### config.mk
export PLATFORM = sky130hd
export DESIGN_NAME = pic_ctrl
export DESIGN_NICKNAME = d
export VERILOG_FILES = /design/src/include/pic_pkg.sv /design/src/verilog/pic_ctrl.sv
export SDC_FILE = /design/constraint.sdc
export NUM_CORES = 1
export LEC_CHECK = 0
export ABC_AREA = 1
export BUFFER_PORTS_ARGS = -buffer_cell sky130_fd_sc_hd__buf_2
export CAP_MARGIN = 10
export CORE_ASPECT_RATIO = 2
export CORE_MARGIN = 4
export CORE_UTILIZATION = 35
export DETAILED_ROUTE_END_ITERATION = 16
export PLACE_DENSITY_LB_ADDON = 0.05
export SLEW_MARGIN = 10
export SYNTH_ARGS = -nofsm -noshare
export SYNTH_HDL_FRONTEND = slang
export SYNTH_SLANG_ARGS = --single-unit
### constraint.sdc
create_clock -name pclk -period 3.6 [get_ports pclk]
set_input_delay 0.36 -clock pclk [delete_from_list [all_inputs] [get_ports pclk]]
set_output_delay 0.36 -clock pclk [all_outputs]
set_load 0.01 [all_outputs]
### src/include/pic_pkg.sv
// Purpose: constants for the priority interrupt controller
// Assumes: 32-bit APB, byte addresses, word registers
// Notes:   source 0 is nmi, 1..5 irq lines, 6..26 peripherals
package pic_pkg;
    localparam int N_IRQ = 5;
    localparam int N_PER = 21;
    localparam int N_SRC = 1 + N_IRQ + N_PER;
    // register byte offsets
    localparam logic [7:0] OFS_SYS  = 8'h00;
    localparam logic [7:0] OFS_CCR  = 8'h04;
    localparam logic [7:0] OFS_PRA  = 8'h08;
    localparam logic [7:0] OFS_PRB  = 8'h0C;
    localparam logic [7:0] OFS_IEN  = 8'h10;
    localparam logic [7:0] OFS_PEN  = 8'h14;
    localparam logic [7:0] OFS_STAT = 8'h18;
    // field positions
    localparam int SYS_UE  = 0;
    localparam int SYS_ADV = 1;
    localparam int CCR_I   = 7;
    localparam int CCR_UI  = 6;
    // reset values
    localparam logic       RST_UE  = 1'b1;
    localparam logic       RST_ADV = 1'b1;
    localparam logic       RST_I   = 1'b1;
    localparam logic       RST_UI  = 1'b0;
    localparam logic [7:0] RST_PR  = 8'h00;
    // phase lengths in states
    localparam logic [3:0] T_ONCHIP = 4'h4;
    localparam logic [3:0] T_EXT2   = 4'h8;
    localparam logic [3:0] T_EXT3   = 4'hC;
    localparam logic [3:0] T_INTERN = 4'h4;
    // memory kinds
    localparam logic [1:0] MEM_ON   = 2'h0;
    localparam logic [1:0] MEM_EXT2 = 2'h1;
    localparam logic [1:0] MEM_EXT3 = 2'h2;
    // vector number per source, highest first
    localparam logic [5:0] VEC_NUM [N_SRC] = '{
        6'h07, 6'h0C, 6'h0D, 6'h0E, 6'h0F,
        6'h10, 6'h14, 6'h18, 6'h19, 6'h1A,
        6'h1C, 6'h1D, 6'h1E, 6'h20, 6'h21,
        6'h22, 6'h24, 6'h25, 6'h26, 6'h28,
        6'h29, 6'h2A, 6'h34, 6'h35, 6'h36,
        6'h37, 6'h3C};
    // bit of {pra, prb} that sets each source's level
    localparam logic [3:0] PRI_BIT [N_SRC] = '{
        4'h0, 4'hF, 4'hE, 4'hD, 4'hD,
        4'hC, 4'hB, 4'hA, 4'hA, 4'hA,
        4'h9, 4'h9, 4'h9, 4'h8, 4'h8,
        4'h8, 4'h7, 4'h7, 4'h7, 4'h6,
        4'h6, 4'h6, 4'h3, 4'h3, 4'h3,
        4'h3, 4'h1};
    typedef enum logic [2:0] {
        ST_IDLE = 3'h0,
        ST_STCK = 3'h1,
        ST_VECT = 3'h3,
        ST_PREF = 3'h2,
        ST_INTP = 3'h6
    } pic_state_t;
endpackage

### src/verilog/pic_ctrl.sv
// Purpose: interrupt arbitration, masking and exception sequencing
// Assumes: core pulses instr_done at each instruction end
// Notes:   registers reached over APB, zero wait states
`timescale 1ns/100ps
module pic_ctrl
    import pic_pkg::*;
#(
    parameter int PC_W = 24
) (
    // clock and reset
    input  wire logic              pclk,
    input  wire logic              presetn,
    // apb slave
    input  wire logic              psel,
    input  wire logic              penable,
    input  wire logic              pwrite,
    input  wire logic [7:0]        paddr,
    input  wire logic [31:0]       pwdata,
    output logic                   pready,
    output logic                   pslverr,
    output logic [31:0]            prdata,
    // request pins and sources
    input  wire logic              nmi_pin,
    input  wire logic [N_IRQ-1:0]  irq_pin,
    input  wire logic [N_PER-1:0]  per_req,
    input  wire logic              hw_standby,
    // core status
    input  wire logic              instr_done,
    input  wire logic              ctrl_instr,
    input  wire logic              bmove_byte,
    input  wire logic              bmove_word,
    input  wire logic              xfer_edge,
    input  wire logic [PC_W-1:0]   next_pc,
    input  wire logic [1:0]        mem_kind,
    input  wire logic              wait_req,
    input  wire logic [31:0]       vec_data,
    // exception sequence outputs
    output logic                   exc_busy,
    output pic_state_t             exc_state,
    output logic                   stack_push,
    output logic [PC_W-1:0]        stack_pc_r,
    output logic [7:0]             stack_ccr_r,
    output logic                   vec_fetch,
    output logic [15:0]            vec_addr_r,
    output logic [5:0]             vec_num_r,
    output logic [31:0]            handler_r,
    output logic                   svc_start_r,
    output logic                   mask_flag,
    output logic                   sec_mask_flag
);
    import pic_pkg::*;

    initial begin
        if (PC_W < 16 || PC_W > 32) begin
            $error("pic_ctrl: PC_W must be 16 to 32");
        end
    end

    pic_state_t        state_r;
    pic_state_t        state_nxt;
    logic              scheme_r;
    logic              adv_r;
    logic              mask_i_r;
    logic              mask_ui_r;
    logic [7:0]        pra_r;
    logic [7:0]        prb_r;
    logic [N_IRQ-1:0]  ien_r;
    logic [N_PER-1:0]  pen_r;
    logic [N_IRQ-1:0]  ien_eff_r;
    logic [N_PER-1:0]  pen_eff_r;
    logic [2:0]        nmi_sy_r;
    logic [N_IRQ-1:0]  irq_s1_r;
    logic [N_IRQ-1:0]  irq_s2_r;
    logic [N_IRQ-1:0]  irq_d_r;
    logic              nmi_pend_r;
    logic              inhibit_r;
    logic              sel_vld_r;
    logic [4:0]        sel_idx_r;
    logic [3:0]        cnt_r;
    logic [N_SRC-1:0]  req;
    logic [N_SRC-1:0]  lvl;
    logic [N_SRC-1:0]  open_m;
    logic [15:0]       pri_w;
    logic              hit1;
    logic              hit0;
    logic [4:0]        idx1;
    logic [4:0]        idx0;
    logic              sel_vld;
    logic [4:0]        sel_idx;
    logic              take_nmi;
    logic              take_msk;
    logic              accept;
    logic              wr_en;
    logic              rd_en;
    logic              mapped;
    logic [3:0]        plen;
    logic              ext_mem;
    logic              last;
    logic [5:0]        acc_vec;

    // pins cross in through two flops before use
    always_ff @(posedge pclk or negedge presetn) begin
        if (!presetn) begin
            nmi_sy_r <= 3'h0;
            irq_s1_r <= '0;
            irq_s2_r <= '0;
            irq_d_r  <= '0;
        end else begin
            nmi_sy_r <= {nmi_sy_r[1:0], nmi_pin};
            irq_s1_r <= irq_pin;
            irq_s2_r <= irq_s1_r;
            irq_d_r  <= irq_s2_r & ien_eff_r;
        end
    end

    // nmi is edge latched; a new edge beats the clear on acceptance, standby clears over both
    always_ff @(posedge pclk or negedge presetn) begin
        if (!presetn) begin
            nmi_pend_r <= 1'b0;
        end else if (hw_standby) begin
            nmi_pend_r <= 1'b0;
        end else if (nmi_sy_r[1] && !nmi_sy_r[2]) begin
            nmi_pend_r <= 1'b1;
        end else if (accept && sel_idx_r == 5'h00) begin
            nmi_pend_r <= 1'b0;
        end
    end

    // enables only change at an instruction end
    always_ff @(posedge pclk or negedge presetn) begin
        if (!presetn) begin
            ien_eff_r <= '0;
            pen_eff_r <= '0;
        end else if (instr_done) begin
            ien_eff_r <= ien_r;
            pen_eff_r <= pen_r;
        end
    end

    assign pri_w = {pra_r, prb_r};

    // per source request, level and mask
    generate
        for (genvar i = 0; i < N_SRC; i++) begin : g_src
            if (i == 0) begin : g_nmi
                assign req[i] = nmi_pend_r;
            end else if (i <= N_IRQ) begin : g_irq
                assign req[i] = irq_d_r[i-1];
            end else begin : g_per
                assign req[i] = per_req[i-1-N_IRQ]
                              & pen_eff_r[i-1-N_IRQ];
            end
            assign lvl[i] = pri_w[PRI_BIT[i]];
            assign open_m[i] = lvl[i]
                ? !(mask_i_r && (scheme_r || mask_ui_r))
                : !mask_i_r;
        end
    endgenerate

    // lowest index wins within a level
    always_comb begin
        hit1 = 1'b0;
        hit0 = 1'b0;
        idx1 = 5'h00;
        idx0 = 5'h00;
        for (int i = N_SRC - 1; i >= 1; i--) begin
            if (req[i] && open_m[i] && lvl[i]) begin
                hit1 = 1'b1;
                idx1 = 5'(i);
            end
            if (req[i] && open_m[i] && !lvl[i]) begin
                hit0 = 1'b1;
                idx0 = 5'(i);
            end
        end
        if (req[0]) begin
            sel_vld = 1'b1;
            sel_idx = 5'h00;
        end else if (hit1) begin
            sel_vld = 1'b1;
            sel_idx = idx1;
        end else begin
            sel_vld = hit0;
            sel_idx = idx0;
        end
    end

    // decision takes one state; pins gained one more above
    always_ff @(posedge pclk or negedge presetn) begin
        if (!presetn) begin
            sel_vld_r <= 1'b0;
            sel_idx_r <= 5'h00;
        end else begin
            sel_vld_r <= sel_vld;
            sel_idx_r <= sel_idx;
        end
    end

    // flag, read in STAT, that the last finished instruction was a control instruction
    always_ff @(posedge pclk or negedge presetn) begin
        if (!presetn) begin
            inhibit_r <= 1'b0;
        end else if (instr_done) begin
            inhibit_r <= ctrl_instr;
        end
    end

    // the end of a control instruction is never a boundary: the next
    // instruction must run first, so nothing is taken there
    assign take_nmi = !hw_standby && !bmove_byte
        && !(instr_done && ctrl_instr)
        && ((instr_done && !bmove_word)
            || (bmove_word && xfer_edge));
    assign take_msk = instr_done && !ctrl_instr
        && !bmove_byte && !bmove_word;
    assign accept = state_r == ST_IDLE && sel_vld_r
        && (sel_idx_r == 5'h00 ? take_nmi : take_msk);

    // phase length by memory kind
    always_comb begin
        case (mem_kind)
            MEM_ON:   plen = T_ONCHIP;
            MEM_EXT2: plen = T_EXT2;
            MEM_EXT3: plen = T_EXT3;
            default:  plen = T_EXT3;
        endcase
    end

    assign ext_mem = mem_kind != MEM_ON;
    // a wait state holds the count where memory is external, except in ST_INTP
    assign last = !(ext_mem && wait_req && state_r != ST_INTP)
        && (state_r == ST_INTP ? cnt_r == T_INTERN - 4'h1
                               : cnt_r == plen - 4'h1);

    always_comb begin
        state_nxt = state_r;
        case (state_r)
            ST_IDLE: if (accept) state_nxt = ST_STCK;
            ST_STCK: if (last) state_nxt = ST_VECT;
            ST_VECT: if (last) state_nxt = ST_PREF;
            ST_PREF: if (last) state_nxt = ST_INTP;
            ST_INTP: if (last) state_nxt = ST_IDLE;
            default: state_nxt = ST_IDLE;
        endcase
    end

    always_ff @(posedge pclk or negedge presetn) begin
        if (!presetn) begin
            state_r <= ST_IDLE;
        end else begin
            state_r <= state_nxt;
        end
    end

    always_ff @(posedge pclk or negedge presetn) begin
        if (!presetn) begin
            cnt_r <= 4'h0;
        end else if (state_r == ST_IDLE || last) begin
            cnt_r <= 4'h0;
        end else if (!(ext_mem && wait_req)
                     || state_r == ST_INTP) begin
            cnt_r <= cnt_r + 4'h1;
        end
    end

    assign acc_vec = VEC_NUM[sel_idx_r];

    // context and vector captured at acceptance
    always_ff @(posedge pclk or negedge presetn) begin
        if (!presetn) begin
            stack_pc_r  <= '0;
            stack_ccr_r <= 8'h00;
            vec_num_r   <= 6'h00;
            vec_addr_r  <= 16'h0000;
        end else if (accept) begin
            stack_pc_r  <= next_pc;
            stack_ccr_r <= {mask_i_r, mask_ui_r, 6'h00};
            vec_num_r   <= acc_vec;
            vec_addr_r  <= adv_r ? {8'h00, acc_vec, 2'h0}
                                 : {9'h000, acc_vec, 1'h0};
        end
    end

    // handler address read at the end of vector fetch
    always_ff @(posedge pclk or negedge presetn) begin
        if (!presetn) begin
            handler_r   <= 32'h0000_0000;
            svc_start_r <= 1'b0;
        end else begin
            if (state_r == ST_VECT && last) begin
                handler_r <= adv_r ? vec_data
                    : {16'h0000, vec_data[15:0]};
            end
            svc_start_r <= state_r == ST_INTP && last;
        end
    end

    assign exc_busy   = state_r != ST_IDLE;
    assign exc_state  = state_r;
    assign stack_push = state_r == ST_STCK;
    assign vec_fetch  = state_r == ST_VECT;
    assign mask_flag     = mask_i_r;
    assign sec_mask_flag = mask_ui_r;

    // apb: zero wait, read data latched in setup
    assign wr_en  = psel && penable && pwrite;
    assign rd_en  = psel && !penable && !pwrite;
    assign mapped = paddr == OFS_SYS || paddr == OFS_CCR
                 || paddr == OFS_PRA || paddr == OFS_PRB
                 || paddr == OFS_IEN || paddr == OFS_PEN
                 || paddr == OFS_STAT;
    assign pready  = 1'b1;
    assign pslverr = psel && penable && !mapped;

    always_ff @(posedge pclk or negedge presetn) begin
        if (!presetn) begin
            scheme_r <= RST_UE;
            adv_r    <= RST_ADV;
        end else if (wr_en && paddr == OFS_SYS) begin
            scheme_r <= pwdata[SYS_UE];
            adv_r    <= pwdata[SYS_ADV];
        end
    end

    // stacking sets I, and UI too when scheme_r is low; it beats a software write
    always_ff @(posedge pclk or negedge presetn) begin
        if (!presetn) begin
            mask_i_r  <= RST_I;
            mask_ui_r <= RST_UI;
        end else if (state_r == ST_STCK && last) begin
            mask_i_r <= 1'b1;
            if (!scheme_r) begin
                mask_ui_r <= 1'b1;
            end
        end else if (wr_en && paddr == OFS_CCR) begin
            mask_i_r  <= pwdata[CCR_I];
            mask_ui_r <= pwdata[CCR_UI];
        end
    end

    always_ff @(posedge pclk or negedge presetn) begin
        if (!presetn) begin
            pra_r <= RST_PR;
            prb_r <= RST_PR;
        end else if (wr_en) begin
            if (paddr == OFS_PRA) begin
                pra_r <= pwdata[7:0];
            end
            if (paddr == OFS_PRB) begin
                prb_r <= pwdata[7:0];
            end
        end
    end

    always_ff @(posedge pclk or negedge presetn) begin
        if (!presetn) begin
            ien_r <= '0;
            pen_r <= '0;
        end else if (wr_en) begin
            if (paddr == OFS_IEN) begin
                ien_r <= pwdata[N_IRQ-1:0];
            end
            if (paddr == OFS_PEN) begin
                pen_r <= pwdata[N_PER-1:0];
            end
        end
    end

    always_ff @(posedge pclk or negedge presetn) begin
        if (!presetn) begin
            prdata <= 32'h0000_0000;
        end else if (rd_en) begin
            case (paddr)
                OFS_SYS: prdata <= {30'h0, adv_r, scheme_r};
                OFS_CCR: prdata <= {24'h0, mask_i_r,
                                    mask_ui_r, 6'h00};
                OFS_PRA: prdata <= {24'h0, pra_r};
                OFS_PRB: prdata <= {24'h0, prb_r};
                OFS_IEN: prdata <= {27'h0, ien_r};
                OFS_PEN: prdata <= {11'h0, pen_r};
                OFS_STAT: prdata <= {16'h0, inhibit_r,
                    nmi_pend_r, sel_vld_r, state_r,
                    4'h0, vec_num_r};
                default: prdata <= 32'h0000_0000;
            endcase
        end
    end
endmodule

==> results.tsv <==
metric	value	unit
hold_buf_count_cts	4	
grt_remaining_overflow	0	
number_of_top_level_pins	266	
timing.critical_path.fanout_max	33	
startpoint	mask_flag$_DFFE_PN1P_	
report.power.total	6310	uW
final_count_of_pins_violating_max_slew	0	
syn_inst	1096	
grt_antenna_before_repair	2	
grt_first_pass_wirelength	44840	um
wl_per_cell	17.09	um
fin_nets	1462	
vdd.ir_drop.worst	0.0003868	V
critical_path.reg2reg.startpoint	mask_flag$_DFFE_PN1P_	
synth_cell_type_count	45	
worst-slew-pin-transition	0.7756	ns
final_min_period_over_clock_period	0.7352	
crit_required	3.93	ns
gp_routability_congestion	0.9040	
cp.depth	26	
cp_data_arrival_time	2.97	ns
synth_top_cell_area_share	0.5312	
number_of_levels_in_the_clock_h_tree	4	
dr.max_layer_used	met5	
clk_latency	0.45	ns
min_period	2.647	ns
critPathMaxStageDelay	0.43	ns
synth_area	9186	um2
max_freq	377.8	MHz
initial_utilization	0.3567	
critPathLaunchType	register	
met2WireLength	15540	um
clock-root-buffer	sky130_fd_sc_hd__clkbuf_16	
critical_path_s_top_delay_family	simple AND/OR/NAND/NOR gates	
cts.path.max_buffers	2	
detailedRoute.firstPassIterationCount	5	
row_count	83	
finalWirelength	28620	um
detail_route.drc_violations	0	
synth.avg_cell_area	8.382	um2
core_area	25750	um2
r2r-end	sel_idx_r[0]$_DFF_PN0_	
floorplan.die_area	29060	um2
yosys.area.top_type	sky130_fd_sc_hd__dfrtp_1	
dp_hpwl	22340	um
slew_headroom	0.4782	
sequential_share_of_the_synthesized_area	0.5398	
post-cts-setup-buffer-count	0	
drive_gt1_frac	0.2230	
layout_commonest_cell	sky130_fd_sc_hd__nand2_1	
timing_worst_setup_path_type	register to register	
outcome	completed	
synthArstFlopShare	1.000	
dr_wl_met3	1412	um
tritoncts	yes	
crit_top_cell	sky130_fd_sc_hd__nand2_1	
post_cts_resize_count	0	
synth-seq-cells	198	
grt_setup_unrepaired	false	
port-buffer-count	227	
flow.area_growth_from_synthesis	22.24	%
power_leakage	0.006034	uW
timing.critical_path.slowest_stage_cell	sky130_fd_sc_hd__inv_2	
cts.reportedPaths.clkPinSlew	0.07	ns
post_synth_main_area_contributors	sky130_fd_sc_hd__dfrtp_1 (53%), sky130_fd_sc_hd__nand2_1 (14%), sky130_fd_sc_hd__o21ai_0 (6.8%), sky130_fd_sc_hd__inv_1 (4.0%), sky130_fd_sc_hd__nor2_1 (2.7%)	
totalNegativeSetupSlack	0	ns
power-per-cell-area	561.9	nW/um2
synth-main-ff-cell	sky130_fd_sc_hd__dfrtp_1	
synth_enable_flop_cells	0	
layout_common_cells	sky130_fd_sc_hd__nand2_1 (352), sky130_fd_sc_hd__buf_2 (226), sky130_fd_sc_hd__dfrtp_1 (195)	
pin_count_of_the_biggest_net_entering_global_routing	82	
height_of_the_die	237.1	um
path_buf_inv	1	
endpoints_failing_setup	0	
cts_made_buffers	17	
drv.max_cap_violation_count	0	
m1WireLength	10480	um
routed_via_density	4.760	
r2r_slack	0.95	ns
hp-class	input pin to register	
report.final.hold_viol_count	0	
antenna_violating_nets_post_route	0	
critical_path.endpoint_type	register	
filler_cell_count	2783	
die_x	122.6	um
yosysWarnings	0	
drtIter0Drc	429	
num_vias	7969	
track_usage	0.2046	
timing.clock.skew	0.01489	ns
timing.reg2reg.worst_path_depth	26	
tritoncts_num_sinks	198	
grt_pass1_vias	8111	
critical_path.endpoint	sel_idx_r[0]$_DFF_PN0_	
[synthesized netlist by cell type, types with 2 or more instances]
library cell / number
sky130_fd_sc_hd__nor4_1: 2
sky130_fd_sc_hd__nor2_1: 66
sky130_fd_sc_hd__dfrtp_1: 195
sky130_fd_sc_hd__clkbuf_1: 31
sky130_fd_sc_hd__o211ai_1: 8
sky130_fd_sc_hd__clkinv_1: 2
sky130_fd_sc_hd__mux2_2: 16
sky130_fd_sc_hd__ha_1: 6
sky130_fd_sc_hd__o21bai_1: 2
sky130_fd_sc_hd__o21ai_0: 125
sky130_fd_sc_hd__nand4_1: 38
sky130_fd_sc_hd__nand2_1: 352
sky130_fd_sc_hd__buf_4: 27
sky130_fd_sc_hd__xor2_1: 2
sky130_fd_sc_hd__inv_2: 3
sky130_fd_sc_hd__inv_1: 97
sky130_fd_sc_hd__buf_2: 2
sky130_fd_sc_hd__a211oi_1: 2
sky130_fd_sc_hd__a22o_1: 2
sky130_fd_sc_hd__dfstp_2: 3
sky130_fd_sc_hd__nor3_1: 19
sky130_fd_sc_hd__o221ai_1: 2
sky130_fd_sc_hd__nand3_1: 17
sky130_fd_sc_hd__o31ai_1: 2
sky130_fd_sc_hd__a31oi_1: 3
sky130_fd_sc_hd__o22ai_1: 5
sky130_fd_sc_hd__a221oi_1: 5
sky130_fd_sc_hd__nand3b_1: 2
sky130_fd_sc_hd__a21oi_1: 40
sky130_fd_sc_hd__xnor2_1: 3
sky130_fd_sc_hd__conb_1: 2
sky130_fd_sc_hd__nand2_2: 2
[power by group]
group          internal, uW  leakage (uW)  total [uW]  switching, uW
registers              2570       0.00253        2800            234
logic                   607       0.00323        1580            970
clock network          1060      0.000277        1930            868
[per-layer routing]
metal,vias up,track usage
li1,3980,-
met1,3709,0.2197
met2,228,0.3734
met3,50,0.04422
met4,2,0.09619
met5,-,0
[how the worst min path moves through the flow]
stage,from,end,slack [ns],cells after the start
3_5_place_dp,irq_s1_r[1]$_DFF_PN0_,irq_s2_r[1]$_DFF_PN0_,0.33,0
6_report,irq_pin[2],irq_s1_r[2]$_DFF_PN0_,0.03,1
4_1_cts,irq_pin[1],irq_s1_r[1]$_DFF_PN0_,0.003,1
2_1_floorplan,presetn,cnt_r[0]$_DFFE_PN0P_,0.06,0
5_1_grt,irq_pin[2],irq_s1_r[2]$_DFF_PN0_,0.003,1
3_3_place_gp,irq_s1_r[1]$_DFF_PN0_,irq_s2_r[1]$_DFF_PN0_,0.33,0
[area by class of cell]
class	instances	area (um2)	area share
multi-input combinational	759	3600	0.3206
timing repair buffer	241	1272	0.1133
tap	340	425.4	0.03788
antenna	2	5.005	0.0004457
clock inverter	11	125.1	0.01114
inverter	102	382.9	0.03409
clock buffer	21	460.4	0.04100
sequential	198	4959	0.4416
[per-stage QoR]
| step | hold slack [ns] | utilization | std cells | setup WS [ns] | cell area [um2] |
|---|---|---|---|---|---|
| after floorplan | 0.06441 | - | 1121 | 1.472 | 9280 |
| after global placement | 0.3341 | 0.4115 | 1636 | 0.9698 | 10600 |
| after detailed placement | 0.3347 | 0.4115 | 1636 | 0.9564 | 10600 |
| after CTS | 0.002640 | 0.4358 | 1672 | 0.9257 | 11220 |
| after global routing | 0.003143 | 0.4359 | 1673 | 0.5327 | 11230 |
| final | 0.02539 | 0.4360 | 1674 | 0.9533 | 11230 |
[flip-flops by register name (all words and copies together) (netlist names), 6 cells and up]
register	cells
handler_r	32
stack_pc_r	24
pen_eff_r	21
pen_r	21
prdata	21
pra_r	8
prb_r	8
vec_addr_r	7
vec_num_r	6
[cell families after synthesis]
logic type | synth area share
xor+xnor | 0.004768
compound gates | 0.1238
fa+ha+maj | 0.008172
simple gates | 0.2239
buf+inv | 0.07913
flops | 0.5398
mux | 0.01961
other cells | 0.0008175
(Power assumes the default switching activity.)
